$ cat config.mk
export PLATFORM = sky130hd
export DESIGN_NAME = feam_ctrl
export DESIGN_NICKNAME = d
export VERILOG_FILES = /design/src/rtl/feam_ctrl.v /design/src/rtl/feam_spi_rx.v /design/src/rtl/feam_erase_timer.v
export VERILOG_INCLUDE_DIRS = /design/src /design/src/rtl
export SDC_FILE = /design/constraint.sdc
export NUM_CORES = 1
export LEC_CHECK = 0
export BUFFER_PORTS_ARGS = -buffer_cell sky130_fd_sc_hd__buf_2
export CORE_AREA = 4 4 101 141
export DETAILED_ROUTE_END_ITERATION = 7
export DIE_AREA = 0 0 105 145
export GPL_TIMING_DRIVEN = 0
export PLACE_DENSITY = 0.8
export SLEW_MARGIN = 20
export SYNTH_ARGS = -nofsm -noshare
export SYNTH_HDL_FRONTEND = slang
export SYNTH_SLANG_ARGS = --single-unit
$ cat constraint.sdc
create_clock -name clk -period 14.6 [get_ports clk]
set_input_delay 2.92 -clock clk [delete_from_list [all_inputs] [get_ports clk]]
set_output_delay 2.92 -clock clk [all_outputs]
set_load 0.03 [all_outputs]
$ cat src/rtl/feam_defs.vh
// Constants for the erase and address-mode command block.
// Assumes a 40 MHz core clock and a 512 Mbit array of 1024 blocks of 64 KB.
`ifndef FEAM_DEFS_VH
`define FEAM_DEFS_VH

`define FEAM_CLK_MHZ 40

// Opcodes
`define FEAM_OP_WRITE_ENABLE 8'h06
`define FEAM_OP_WRITE_DISABLE 8'h04
`define FEAM_OP_BLOCK64 8'hD8
`define FEAM_OP_SECTOR_WIDE 8'h21
`define FEAM_OP_HALF_WIDE 8'h5C
`define FEAM_OP_BLOCK64_WIDE 8'hDC
`define FEAM_OP_CHIP_A 8'hC7
`define FEAM_OP_CHIP_B 8'h60
`define FEAM_OP_ENTER_WIDE 8'hB7
`define FEAM_OP_EXIT_WIDE 8'hE9
`define FEAM_OP_ENTER_QUAD 8'h38
`define FEAM_OP_EXIT_QUAD 8'hFF
`define FEAM_OP_WR_EXT 8'hC5

// Bit counts of a complete frame, and the ceiling at which the bit counter saturates
`define FEAM_BITS_OPC 6'd8
`define FEAM_BITS_EXT 6'd16
`define FEAM_BITS_ADDR3 6'd32
`define FEAM_BITS_ADDR4 6'd40
`define FEAM_BITS_MAX 6'd63

// Erase kinds
`define FEAM_KIND_SECTOR 2'd0
`define FEAM_KIND_HALF 2'd1
`define FEAM_KIND_BLOCK 2'd2
`define FEAM_KIND_CHIP 2'd3

// Region alignment masks
`define FEAM_MASK_SECTOR 32'hFFFFF000
`define FEAM_MASK_HALF 32'hFFFF8000
`define FEAM_MASK_BLOCK 32'hFFFF0000

// Protection geometry
`define FEAM_BLK_MSB 25
`define FEAM_BLK_LSB 16
`define FEAM_MEM_BLOCKS 11'h400
`define FEAM_LVL_ALL 4'hB

// Reset values
`define FEAM_RST_EXT 8'h00

// Erase times in microseconds (plain defaults)
`define FEAM_SECTOR_ERASE_US 100
`define FEAM_HALF_ERASE_US 200
`define FEAM_BLOCK_ERASE_US 300
`define FEAM_CHIP_ERASE_US 1000

`endif

$ cat src/rtl/feam_ctrl.v
// Erase and address-mode command handling of a serial NOR flash.
// Assumes the host drives chip select, serial clock and data; array erase is
// performed by logic outside on erase_start and finished when the cycle ends.
`timescale 1ns/1ps
`include "feam_defs.vh"
module feam_ctrl #(
	parameter [31:0] SECTOR_ERASE_CYC = `FEAM_SECTOR_ERASE_US * `FEAM_CLK_MHZ,
	parameter [31:0] HALF_ERASE_CYC = `FEAM_HALF_ERASE_US * `FEAM_CLK_MHZ,
	parameter [31:0] BLOCK_ERASE_CYC = `FEAM_BLOCK_ERASE_US * `FEAM_CLK_MHZ,
	parameter [31:0] CHIP_ERASE_CYC = `FEAM_CHIP_ERASE_US * `FEAM_CLK_MHZ
) (
	input wire clk,
	input wire rst_n,
	input wire spi_cs_n,
	input wire spi_clk,
	input wire serial_in,
	input wire [2:0] quad_data_hi,
	input wire protect_complement,
	input wire protect_top_bottom,
	input wire protect_level_bit3,
	input wire protect_level_bit2,
	input wire protect_level_bit1,
	input wire protect_level_bit0,
	output wire write_in_progress,
	output wire write_enable_latch,
	output wire wide_address_flag,
	output wire quad_command_mode,
	output wire [7:0] ext_addr_reg,
	output wire erase_start,
	output wire [1:0] erase_kind,
	output wire [31:0] erase_addr,
	output wire erase_done,
	output wire cmd_rejected
);
	wire bit_stb;
	wire [3:0] bit_data;
	wire frame_start;
	wire frame_end;
	wire busy;

	reg [5:0] cnt_r, cnt_nxt;
	reg [39:0] sh_r, sh_nxt;
	reg [7:0] opc_r;
	reg we_latch_r;
	reg wide_r;
	reg quad_r;
	reg [7:0] ext_r;
	reg start_r;
	reg [1:0] kind_r;
	reg [31:0] addr_r;
	reg rej_r;
	reg [1:0] st_r, st_nxt;

	localparam ST_IDLE = 2'd0;
	localparam ST_LAUNCH = 2'd1;
	localparam ST_RUN = 2'd2;

	feam_spi_rx u_rx (
		.clk(clk),
		.rst_n(rst_n),
		.spi_cs_n(spi_cs_n),
		.spi_clk(spi_clk),
		.pin_data({quad_data_hi, serial_in}),
		.bit_stb(bit_stb),
		.bit_data(bit_data),
		.frame_start(frame_start),
		.frame_end(frame_end)
	);

	feam_erase_timer #(
		.SECTOR_CYC(SECTOR_ERASE_CYC),
		.HALF_CYC(HALF_ERASE_CYC),
		.BLOCK_CYC(BLOCK_ERASE_CYC),
		.CHIP_CYC(CHIP_ERASE_CYC)
	) u_timer (
		.clk(clk),
		.rst_n(rst_n),
		.start(start_r),
		.kind(kind_r),
		.busy(busy),
		.done(erase_done)
	);

	// Shift in one bit, or a nibble in quad format
	always @* begin
		cnt_nxt = cnt_r;
		sh_nxt = sh_r;
		if (frame_start) begin
			cnt_nxt = 6'd0;
		end else if (bit_stb) begin
			if (quad_r) begin
				sh_nxt = {sh_r[35:0], bit_data};
				cnt_nxt = (cnt_r > `FEAM_BITS_MAX - 6'd4) ? `FEAM_BITS_MAX : cnt_r + 6'd4;
			end else begin
				sh_nxt = {sh_r[38:0], bit_data[0]};
				cnt_nxt = (cnt_r == `FEAM_BITS_MAX) ? `FEAM_BITS_MAX : cnt_r + 6'd1;
			end
		end
	end

	always @(posedge clk or negedge rst_n) begin
		if (!rst_n) begin
			cnt_r <= 6'd0;
			sh_r <= 40'h0;
			opc_r <= 8'h00;
		end else begin
			cnt_r <= cnt_nxt;
			sh_r <= sh_nxt;
			// A frame too short for an opcode must not reuse the last one
			if (frame_start)
				opc_r <= 8'h00;
			else if (bit_stb && cnt_nxt == `FEAM_BITS_OPC)
				opc_r <= sh_nxt[7:0];
		end
	end

	// Protection decode
	wire [3:0] prot_lvl = {protect_level_bit3, protect_level_bit2, protect_level_bit1, protect_level_bit0};
	reg [10:0] prot_blocks;

	always @* begin
		if (prot_lvl == 4'h0)
			prot_blocks = 11'h000;
		else if (prot_lvl >= `FEAM_LVL_ALL)
			prot_blocks = `FEAM_MEM_BLOCKS;
		else
			prot_blocks = 11'h001 << (prot_lvl - 4'h1);
	end

	// Complement swaps the protected and unprotected sides
	wire any_prot = protect_complement ? (prot_blocks != `FEAM_MEM_BLOCKS) : (prot_blocks != 11'h000);

	// Command decode at frame end
	wire wide_cmd = (opc_r == `FEAM_OP_SECTOR_WIDE) || (opc_r == `FEAM_OP_HALF_WIDE) ||
		(opc_r == `FEAM_OP_BLOCK64_WIDE);
	wire addr_cmd = wide_cmd || (opc_r == `FEAM_OP_BLOCK64);
	wire chip_cmd = (opc_r == `FEAM_OP_CHIP_A) || (opc_r == `FEAM_OP_CHIP_B);
	wire four_bytes = wide_cmd || wide_r;
	wire [5:0] need_bits = four_bytes ? `FEAM_BITS_ADDR4 : `FEAM_BITS_ADDR3;
	wire [31:0] raw_addr = four_bytes ? sh_r[31:0] : {ext_r, sh_r[23:0]};
	wire [9:0] tgt_blk = raw_addr[`FEAM_BLK_MSB:`FEAM_BLK_LSB];
	wire in_low = {1'b0, tgt_blk} < prot_blocks;
	wire in_high = {1'b0, tgt_blk} >= (`FEAM_MEM_BLOCKS - prot_blocks);
	// Sector and half block sit inside one 64KB block, so a block check covers them
	wire blk_prot = (protect_top_bottom ? in_low : in_high) ^ protect_complement;
	wire exact_opc = (cnt_r == `FEAM_BITS_OPC);

	reg [1:0] dec_kind;
	reg [31:0] dec_mask;

	always @* begin
		case (opc_r)
			`FEAM_OP_SECTOR_WIDE: begin
				dec_kind = `FEAM_KIND_SECTOR;
				dec_mask = `FEAM_MASK_SECTOR;
			end
			`FEAM_OP_HALF_WIDE: begin
				dec_kind = `FEAM_KIND_HALF;
				dec_mask = `FEAM_MASK_HALF;
			end
			default: begin
				dec_kind = `FEAM_KIND_BLOCK;
				dec_mask = `FEAM_MASK_BLOCK;
			end
		endcase
	end

	wire addr_ok = addr_cmd && we_latch_r && (cnt_r == need_bits) && !blk_prot;
	wire chip_ok = chip_cmd && we_latch_r && exact_opc && !any_prot;
	// Launch gap counts as busy: the timer rises two cycles after acceptance
	wire engaged = (st_r == ST_LAUNCH) || busy;
	wire erase_go = frame_end && !engaged && (addr_ok || chip_ok);
	wire erase_try = frame_end && (addr_cmd || chip_cmd);

	// Erase cycle tracking
	always @* begin
		st_nxt = st_r;
		case (st_r)
			ST_IDLE: begin
				if (erase_go)
					st_nxt = ST_LAUNCH;
			end
			ST_LAUNCH: begin
				if (busy)
					st_nxt = ST_RUN;
			end
			ST_RUN: begin
				if (!busy)
					st_nxt = ST_IDLE;
			end
			default: begin
				st_nxt = ST_IDLE;
			end
		endcase
	end

	always @(posedge clk or negedge rst_n) begin
		if (!rst_n)
			st_r <= ST_IDLE;
		else
			st_r <= st_nxt;
	end

	always @(posedge clk or negedge rst_n) begin
		if (!rst_n) begin
			we_latch_r <= 1'b0;
			wide_r <= 1'b0;
			quad_r <= 1'b0;
			ext_r <= `FEAM_RST_EXT;
			start_r <= 1'b0;
			kind_r <= `FEAM_KIND_SECTOR;
			addr_r <= 32'h0;
			rej_r <= 1'b0;
		end else begin
			start_r <= erase_go;
			rej_r <= erase_try && !erase_go;
			if (erase_go) begin
				we_latch_r <= 1'b0;
				if (chip_ok) begin
					kind_r <= `FEAM_KIND_CHIP;
					addr_r <= 32'h0;
				end else begin
					kind_r <= dec_kind;
					addr_r <= raw_addr & dec_mask;
					if (wide_r)
						ext_r <= raw_addr[31:24];
				end
			end else if (frame_end && !engaged) begin
				case (opc_r)
					`FEAM_OP_WRITE_ENABLE: begin
						if (exact_opc)
							we_latch_r <= 1'b1;
					end
					`FEAM_OP_WRITE_DISABLE: begin
						if (exact_opc)
							we_latch_r <= 1'b0;
					end
					`FEAM_OP_ENTER_WIDE: begin
						if (exact_opc)
							wide_r <= 1'b1;
					end
					`FEAM_OP_EXIT_WIDE: begin
						if (exact_opc)
							wide_r <= 1'b0;
					end
					`FEAM_OP_ENTER_QUAD: begin
						if (exact_opc)
							quad_r <= 1'b1;
					end
					`FEAM_OP_EXIT_QUAD: begin
						if (exact_opc && quad_r)
							quad_r <= 1'b0;
					end
					`FEAM_OP_WR_EXT: begin
						if (we_latch_r && cnt_r == `FEAM_BITS_EXT) begin
							ext_r <= sh_r[7:0];
							we_latch_r <= 1'b0;
						end
					end
					default: begin
						we_latch_r <= we_latch_r;
					end
				endcase
			end
		end
	end

	assign write_in_progress = busy;
	assign write_enable_latch = we_latch_r;
	assign wide_address_flag = wide_r;
	assign quad_command_mode = quad_r;
	assign ext_addr_reg = ext_r;
	assign erase_start = start_r;
	assign erase_kind = kind_r;
	assign erase_addr = addr_r;
	assign cmd_rejected = rej_r;
endmodule // feam_ctrl

$ cat src/rtl/feam_spi_rx.v
// Pin sampler for the serial command port.
// Assumes the serial clock is well below a quarter of clk; all pins are asynchronous.
`timescale 1ns/1ps
module feam_spi_rx (
	input wire clk,
	input wire rst_n,
	input wire spi_cs_n,
	input wire spi_clk,
	input wire [3:0] pin_data,
	output wire bit_stb,
	output wire [3:0] bit_data,
	output wire frame_start,
	output wire frame_end
);
	reg cs_s1_r, cs_s2_r, cs_s3_r;
	reg ck_s1_r, ck_s2_r, ck_s3_r;
	reg [3:0] d_s1_r, d_s2_r;

	always @(posedge clk or negedge rst_n) begin
		if (!rst_n) begin
			cs_s1_r <= 1'b1;
			cs_s2_r <= 1'b1;
			cs_s3_r <= 1'b1;
			ck_s1_r <= 1'b0;
			ck_s2_r <= 1'b0;
			ck_s3_r <= 1'b0;
			d_s1_r <= 4'h0;
			d_s2_r <= 4'h0;
		end else begin
			cs_s1_r <= spi_cs_n;
			cs_s2_r <= cs_s1_r;
			cs_s3_r <= cs_s2_r;
			ck_s1_r <= spi_clk;
			ck_s2_r <= ck_s1_r;
			ck_s3_r <= ck_s2_r;
			d_s1_r <= pin_data;
			d_s2_r <= d_s1_r;
		end
	end

	// Data passes the same two stages as the clock, so it lines up with the edge
	assign bit_stb = ck_s2_r & ~ck_s3_r & ~cs_s2_r;
	assign bit_data = d_s2_r;
	assign frame_start = ~cs_s2_r & cs_s3_r;
	assign frame_end = cs_s2_r & ~cs_s3_r;
endmodule // feam_spi_rx

$ cat src/rtl/feam_erase_timer.v
// Self-timed erase cycle counter.
// Assumes start only arrives while idle; durations are in clk cycles.
`timescale 1ns/1ps
`include "feam_defs.vh"
module feam_erase_timer #(
	parameter [31:0] SECTOR_CYC = 32'd4000,
	parameter [31:0] HALF_CYC = 32'd8000,
	parameter [31:0] BLOCK_CYC = 32'd12000,
	parameter [31:0] CHIP_CYC = 32'd40000
) (
	input wire clk,
	input wire rst_n,
	input wire start,
	input wire [1:0] kind,
	output wire busy,
	output wire done
);
	reg busy_r;
	reg [31:0] cnt_r;
	reg [31:0] dur;

	always @* begin
		case (kind)
			`FEAM_KIND_SECTOR: dur = SECTOR_CYC;
			`FEAM_KIND_HALF: dur = HALF_CYC;
			`FEAM_KIND_BLOCK: dur = BLOCK_CYC;
			default: dur = CHIP_CYC;
		endcase
	end

	always @(posedge clk or negedge rst_n) begin
		if (!rst_n) begin
			busy_r <= 1'b0;
			cnt_r <= 32'h0;
		end else if (start && !busy_r) begin
			busy_r <= 1'b1;
			cnt_r <= dur - 32'd1;
		end else if (busy_r) begin
			if (cnt_r == 32'h0)
				busy_r <= 1'b0;
			else
				cnt_r <= cnt_r - 32'd1;
		end
	end

	assign busy = busy_r;
	assign done = busy_r && (cnt_r == 32'h0);
endmodule // feam_erase_timer

==> results of run 1 <==
-- logic make-up (layout without fill, tap and decap cells) --
group / Yosys count / count (layout) / share of synthesized area [%]
and+or+nand+nor: 239 / 239 / 18.0
AOI/OAI and AO/OA: 146 / 146 / 14.1
DFF: 130 / 130 / 46.4
muxes: 73 / 73 / 10.8
buffers and inverters: 67 / 149 / 4.31
adders and majority gates: 26 / 26 / 4.64
xor gates and xnor gates: 14 / 14 / 1.75
other: 1 / 12 / 0.0534
-- through the flow --
step                      hold WS (ps)  total power, mW  cells
final                              347             1.01    942
after global routing               355             1.06    942
after CTS                          349             1.02    942
after detailed placement           335            0.579    910
after global placement             333            0.570    909
after floorplan                    331            0.527    707
-- cells in the final DEF, fill, tap and decap left out, types with 19 or more instances in the layout --
cell type	instances
a21oi_1	51
buf_2	52
clkbuf_1	26
dfrtp_1	127
ha_1	26
inv_1	20
mux2_2	21
mux2i_1	52
nand2_1	37
nor2_1	67
o21ai_0	19
-- power breakdown --
part	internal (mW)	total, mW	switching, mW
clock	0.274	0.435	0.161
sequential	0.394	0.441	0.0469
combinational	0.0590	0.135	0.0760
-- area by class of cell --
type	count	area (sq um)	area share, %
Tap cell	153	191	2.35
Buffer	47	228	2.80
Timing Repair Buffer	50	279	3.43
Sequential cell	130	3260	40.0
Inverter	20	75.1	0.922
Clock inverter	12	159	1.95
Multi-Input combinational cell	510	3510	43.1
Clock buffer	20	447	5.49
-- routing by layer --
metal | global-route usage (%) | up-vias | part of all wire [%]
li1 | - | 2657 | -
met1 | 25.6 | 2707 | 40
met5 | 0 | - | 0
met3 | 4.93 | 52 | 4.9
met4 | 9.72 | 0 | 3.5
met2 | 39.4 | 182 | 52
-- final timing paths --
check                                   startpoint           endpoint  slack, ps  cells after the start
worst max-delay path            protect_level_bit0       cmd_rejected       7240                     20
worst min-delay path                u_rx.d_s1_r[3]   u_rx.bit_data[3]        350                      0
worst min register to register      u_rx.d_s1_r[3]   u_rx.bit_data[3]        350                      0
worst max register to register            opc_r[2]       cmd_rejected       8550                     16
min in group asynchronous                    rst_n  u_timer.cnt_r[26]       2460                      1
max in group asynchronous                    rst_n       u_rx.cs_s2_r      11400                      2
==> metrics.txt, run 1 <==
EDFF count, synth 0; most used flip-flop cell after synthesis dfrtp_1; sequential area share after synthesis 46.4%; CTS tree done; clock slew at reported path FFs 60 ps; wire per inst 17.6 um; TNS Setup 0 ps; Clock Skew 8.21 ps; Clock Tree Buf Depth 2; first-pass GRT wire length 27.8 mm; worst-path fanout max 10; Routability Congestion 0.942; Final Cell Area 8140 sq um; Cell Chain, Critical Path buf_2, clkbuf_1, nand2b_1, nor3_1, inv_1, ha_1, clkbuf_1, o21ai_0, o21ai_0, ha_1, nor4_1, nand3_1, a41o_1, a221oi_1, o21ai_0, nand3_1, a21o_1, clkbuf_1, clkbuf_1, nor3b_1; layout cells sized above 1 17.4%; ANT nets after route 0; Buf/Inv on CP 6; placed cell areas 7530 sq um; commonest cells in the netlist dfrtp_1, nor2_1, mux2i_1, a21oi_1, nand2_1; later-pin clock latency in the skew report 420 ps; fin crit share 50.4%; GRT Overall Usage 22.3%; Die X 105 um; Area Overhead vs Synth 16.0%; initial antenna violation count 0; top-count cell post-synth dfrtp_1; endpoints failing hold 0; Final Util 63.2%; max_cap viols 0; Leak 3.70 nW; relative slew slack 31.0%; Core Area 12900 sq um; number of fill cells 1049; Yosys cell types 65; outcome finished, final reports clean; pin count of the biggest net entering global routing 75; Synth area leaders dfrtp_1, mux2i_1, ha_1; Root Buffer clkbuf_16; io pins 63; final setup violation count 0; crit-path max cell delay 550 ps; vias in the first global route 5788; Die H 145 um; CP Data Required Time 14920 ps; number of gates resized after CTS 0; CP delay by family, top buffers and inverters; Syn Inst Count 696; CP endpoint kind register; worst min path class register to register; Antenna Cells 0; Iter 0 DRT Violations 385; clock sink count 130; post-synthesis cell area 7020 sq um; pre-CTS setup slack 6880 ps; H-tree depth 4; worst vdd ir 86.8 uV; PwrDens 124 nW/um^2; final worst setup slack 7240 ps; Yosys reg bits 130; Overflow after GRT 0; Final Critical Period 7360 ps; routed wire length 16.6 mm; Setup Fix Bufs, Post-CTS 0; setup repair after global routing missed its margin no; synthesized area per cell 10.1 sq um; CP arrival 7690 ps; Crit path top cell by count clkbuf_1; die area 15200 sq um; row cnt 49; initial core utilization 54.5%; Hold-fix buffers, CTS 0; crit path kind primary input to register; fraction of registers with async set/reset 100%; yosys warns 0; IO Port Bufs 49; Pre-antenna DRT Iters 6; cts bufs inserted 17; Worst setup SP type primary input; # DRC 0; Detailed Place HPWL 11.8 mm; Layout Nets 816; top-area cell type share of the netlist area 45.3%; CP max stage cell a221oi_1; fmax 136 MHz; via density per instance 5.94; area leader, netlist dfrtp_1; Max Slew Vio Count 0; Least-Margin Pin Slew 1010 ps; total number of vias 5598
Power figures use the tool's default switching activity.
==> run 2, diff against run 1 <==
--- a/config.mk
+++ b/config.mk
@@ -6,10 +6,11 @@
 export SDC_FILE = /design/constraint.sdc
 export NUM_CORES = 1
 export LEC_CHECK = 0
+export ABC_AREA = 1
 export BUFFER_PORTS_ARGS = -buffer_cell sky130_fd_sc_hd__buf_2
-export CORE_AREA = 4 4 101 141
+export CORE_AREA = 4 4 103 144
 export DETAILED_ROUTE_END_ITERATION = 7
-export DIE_AREA = 0 0 105 145
+export DIE_AREA = 0 0 107 148
 export GPL_TIMING_DRIVEN = 0
 export PLACE_DENSITY = 0.8
 export SLEW_MARGIN = 20
==> constraint.sdc (replaced) <==
create_clock -name clk -period 7 [get_ports clk]
set_input_delay 1.4 -clock clk [delete_from_list [all_inputs] [get_ports clk]]
set_output_delay 1.4 -clock clk [all_outputs]
set_load 0.03 [all_outputs]
==> run 2 against run 1 <==
Clock power increased by 110%. Largest cell class unchanged. First-iteration DRC count rose by 31%. Setup slack lost 4700 ps. Sequential power grew 80%.
==> metrics.txt, run 2 <==
fmax 222 MHz; Root Buffer clkbuf_16; Setup Fix Bufs, Post-CTS 0 (unchanged); Worst Hold End u_rx.bit_data[1]; top-area cell type share of the netlist area 43.7% (-1.6 points); worst-path fanout max 9 (-1); Overflow after GRT 0 (unchanged); pin count of the biggest net entering global routing 88 (+17%); worst min path class register to register; fraction of registers with async set/reset 100% (unchanged); Routability Congestion 0.943 (about the same); Clock Skew 7.63 ps (-0.577 ps); # DRC 0 (unchanged); CTS tree done; number of gates resized after CTS 0 (unchanged); outcome finished, final reports clean; io pins 63 (unchanged); number of fill cells 1199 (+14%); routed wire length 18.2 mm (+9.8%); die area 15800 sq um (+4.0%); ANT nets after route 0 (unchanged); sequential area share after synthesis 44.8% (-1.6 points); Area Overhead vs Synth 15.8%; max_cap viols 0 (unchanged); via density per instance 5.50 (-7.5%); sequential cell area 3260 sq um (unchanged); Yosys reg bits 130 (unchanged); TNS Setup 0 ps (unchanged); Hold Slack 347 ps (-0.118 ps); R2R cell count 21 (+5); Syn Inst Count 936 (+34%); H-tree depth 4 (unchanged); endpoints failing hold 0 (unchanged); worst vdd ir 222 uV (+160%); relative slew slack 59.8% (+29 points); yosys warns 0 (unchanged); worst reg2reg setup slack 2770 ps (-5780 ps); post-synthesis cell area 7270 sq um (+3.6%); row cnt 50 (+2.0%); synthesized area per cell 7.77 sq um (-23%); Detailed Place HPWL 13.5 mm (+15%); total number of vias 6648 (+19%); Hold-fix buffers, CTS 0 (unchanged); Max Slew Vio Count 0 (unchanged); FF-to-FF End ext_addr_reg[1]; Final Cell Area 8420 sq um (+3.5%); placed cell areas 7820 sq um (+3.9%); PwrDens 216 nW/um^2 (+74%); Worst setup SP type primary input; GRT Overall Usage 24.4% (+2.1 points); layout cells sized above 1 12.4% (-5.0 points); IO Port Bufs 49 (unchanged); final setup violation count 0 (unchanged); area leader, netlist dfrtp_1; Die H 148 um (+2.1%); cts bufs inserted 17 (unchanged); Critical R2R Launch opc_r[6]; crit path kind primary input to register; Layout Nets 1056 (+29%); CP Data Required Time 7310 ps (-7610 ps); Synth area leaders dfrtp_1, nand2_1, inv_1; CP arrival 4820 ps (-2870 ps); setup repair after global routing missed its margin no; first-pass GRT wire length 30.8 mm (+11%); initial core utilization 54.3% (-0.19 points); Clock Tree Buf Depth 2 (unchanged); top-count cell post-synth nand2_1; CP endpoint kind register; Die X 107 um (+1.9%); later-pin clock latency in the skew report 420 ps (about the same); most frequent cells in the layout nand2_1, dfrtp_1, inv_1; Yosys cell types 48 (-26%); EDFF count, synth 0 (unchanged); Leak 4.29 nW (+16%); Multi-input gate area 3380 sq um (-3.5%); min-delay src u_rx.d_s1_r[1]; Least-Margin Pin Slew 598 ps (-411 ps); commonest cells in the netlist nand2_1, dfrtp_1, inv_1, nor2_1, o21ai_0; Final Critical Period 4510 ps; commonest non-fill, non-tap cell in the layout nand2_1; clock slew at reported path FFs 60 ps (about the same); Pre-antenna DRT Iters 5 (-1); vias in the first global route 6549 (+13%); Iter 0 DRT Violations 506 (+31%); initial antenna violation count 0 (unchanged); worst hold stages 0 (unchanged); wire per inst 15.1 um (-14%); Antenna Cells 0 (unchanged); most used flip-flop cell after synthesis dfrtp_1; clock sink count 130 (unchanged); fin crit share 64.4%; Core Area 13400 sq um (+4.0%)
## run 2: cell count changes after synthesis, moves of 19 or more
| cell | delta |
|---|---|
| nand2_1 | +167 |
| inv_1 | +98 |
| o21ai_0 | +69 |
| mux2i_1 | -48 |
| nor2_1 | +31 |
| nand3_1 | +30 |
| a21oi_1 | -26 |
| mux2_2 | -21 |
| o21ai_1 | +19 |
## run 2: critical path, stage by stage
cell,delay (ps)
buf_4,130
nor2_1,60
inv_1,80
nor2_1,60
inv_1,50
ha_1,190
inv_1,90
nor2_2,190
inv_1,90
nor2_1,90
inv_1,60
nor2_1,210
nand2_1,70
o21ai_0,80
ha_1,280
a21o_1,190
nand4_1,80
nand2_1,50
nor2_1,110
nand4_1,130
nand3_1,140
nand3_1,90
nand2_1,100
nand2_4,110
a21oi_4,360
nand2_4,150
nand2_1,100
nand2_1,50
## run 2: logic make-up (layout without fill, tap and decap cells)
logic type      Yosys count  count (layout)  synth area share, %
compound gates          189             189                 15.1
fa+ha+maj                26              26                 4.47
xor+xnor                 12              12                 1.45
buf+inv                 163             243                 9.24
simple gates            411             411                 24.3
other cells               1              12               0.0516
mux                       4               4                0.551
flops                   130             130                 44.8
## run 2: power breakdown
| group | switching, mW | total (mW) | internal (mW) | leakage, nW |
|---|---|---|---|---|
| Combinational | 0.0876 | 0.130 | 0.0424 | 2.25 |
| Clock | 0.318 | 0.899 | 0.581 | 0.294 |
| Sequential | 0.0182 | 0.792 | 0.774 | 1.74 |
## run 2: per-stage QoR
step                std cells  setup WS (ps)  power [mW]  utilization [%]
floorplan                 947           2780       0.886                -
CTS                      1209           2520        1.83             62.9
global placement         1178           2130       0.928             58.2
detailed placement       1179           2090       0.933             58.4
global route             1209           2180        1.89             62.9
finish                   1209           2490        1.82             62.9
## run 2: worst max-delay path by stage
stage / startpoint / end / slack (ps) / cells past startpoint
3_3_place_gp: protect_level_bit3 / ext_addr_reg[1] / 2130 / 28
5_1_grt: protect_level_bit3 / erase_addr[29] / 2180 / 26
6_report: protect_level_bit3 / ext_addr_reg[1] / 2490 / 28
4_1_cts: protect_level_bit3 / ext_addr_reg[1] / 2520 / 28
3_5_place_dp: protect_level_bit3 / ext_addr_reg[1] / 2090 / 28
2_1_floorplan: protect_level_bit3 / ext_addr_reg[0] / 2780 / 28
## run 2: area by class of cell
class / instances / area share [%]
buffer: 36 / 2.32
clock buffer: 20 / 5.54
clock inverter: 10 / 1.59
inverter: 127 / 5.66
multi-input combinational: 654 / 40.2
sequential: 130 / 38.7
tap: 182 / 2.70
timing repair buffer: 50 / 3.36
## run 2: metal layers
layer | GRT usage [%] | part of all wire (%) | vias up
li1 | - | - | 3235
met1 | 28.1 | 40 | 3154
met2 | 42.8 | 52 | 206
met3 | 4.81 | 4.0 | 53
met4 | 12.0 | 4.1 | 0
met5 | 0 | 0 | -
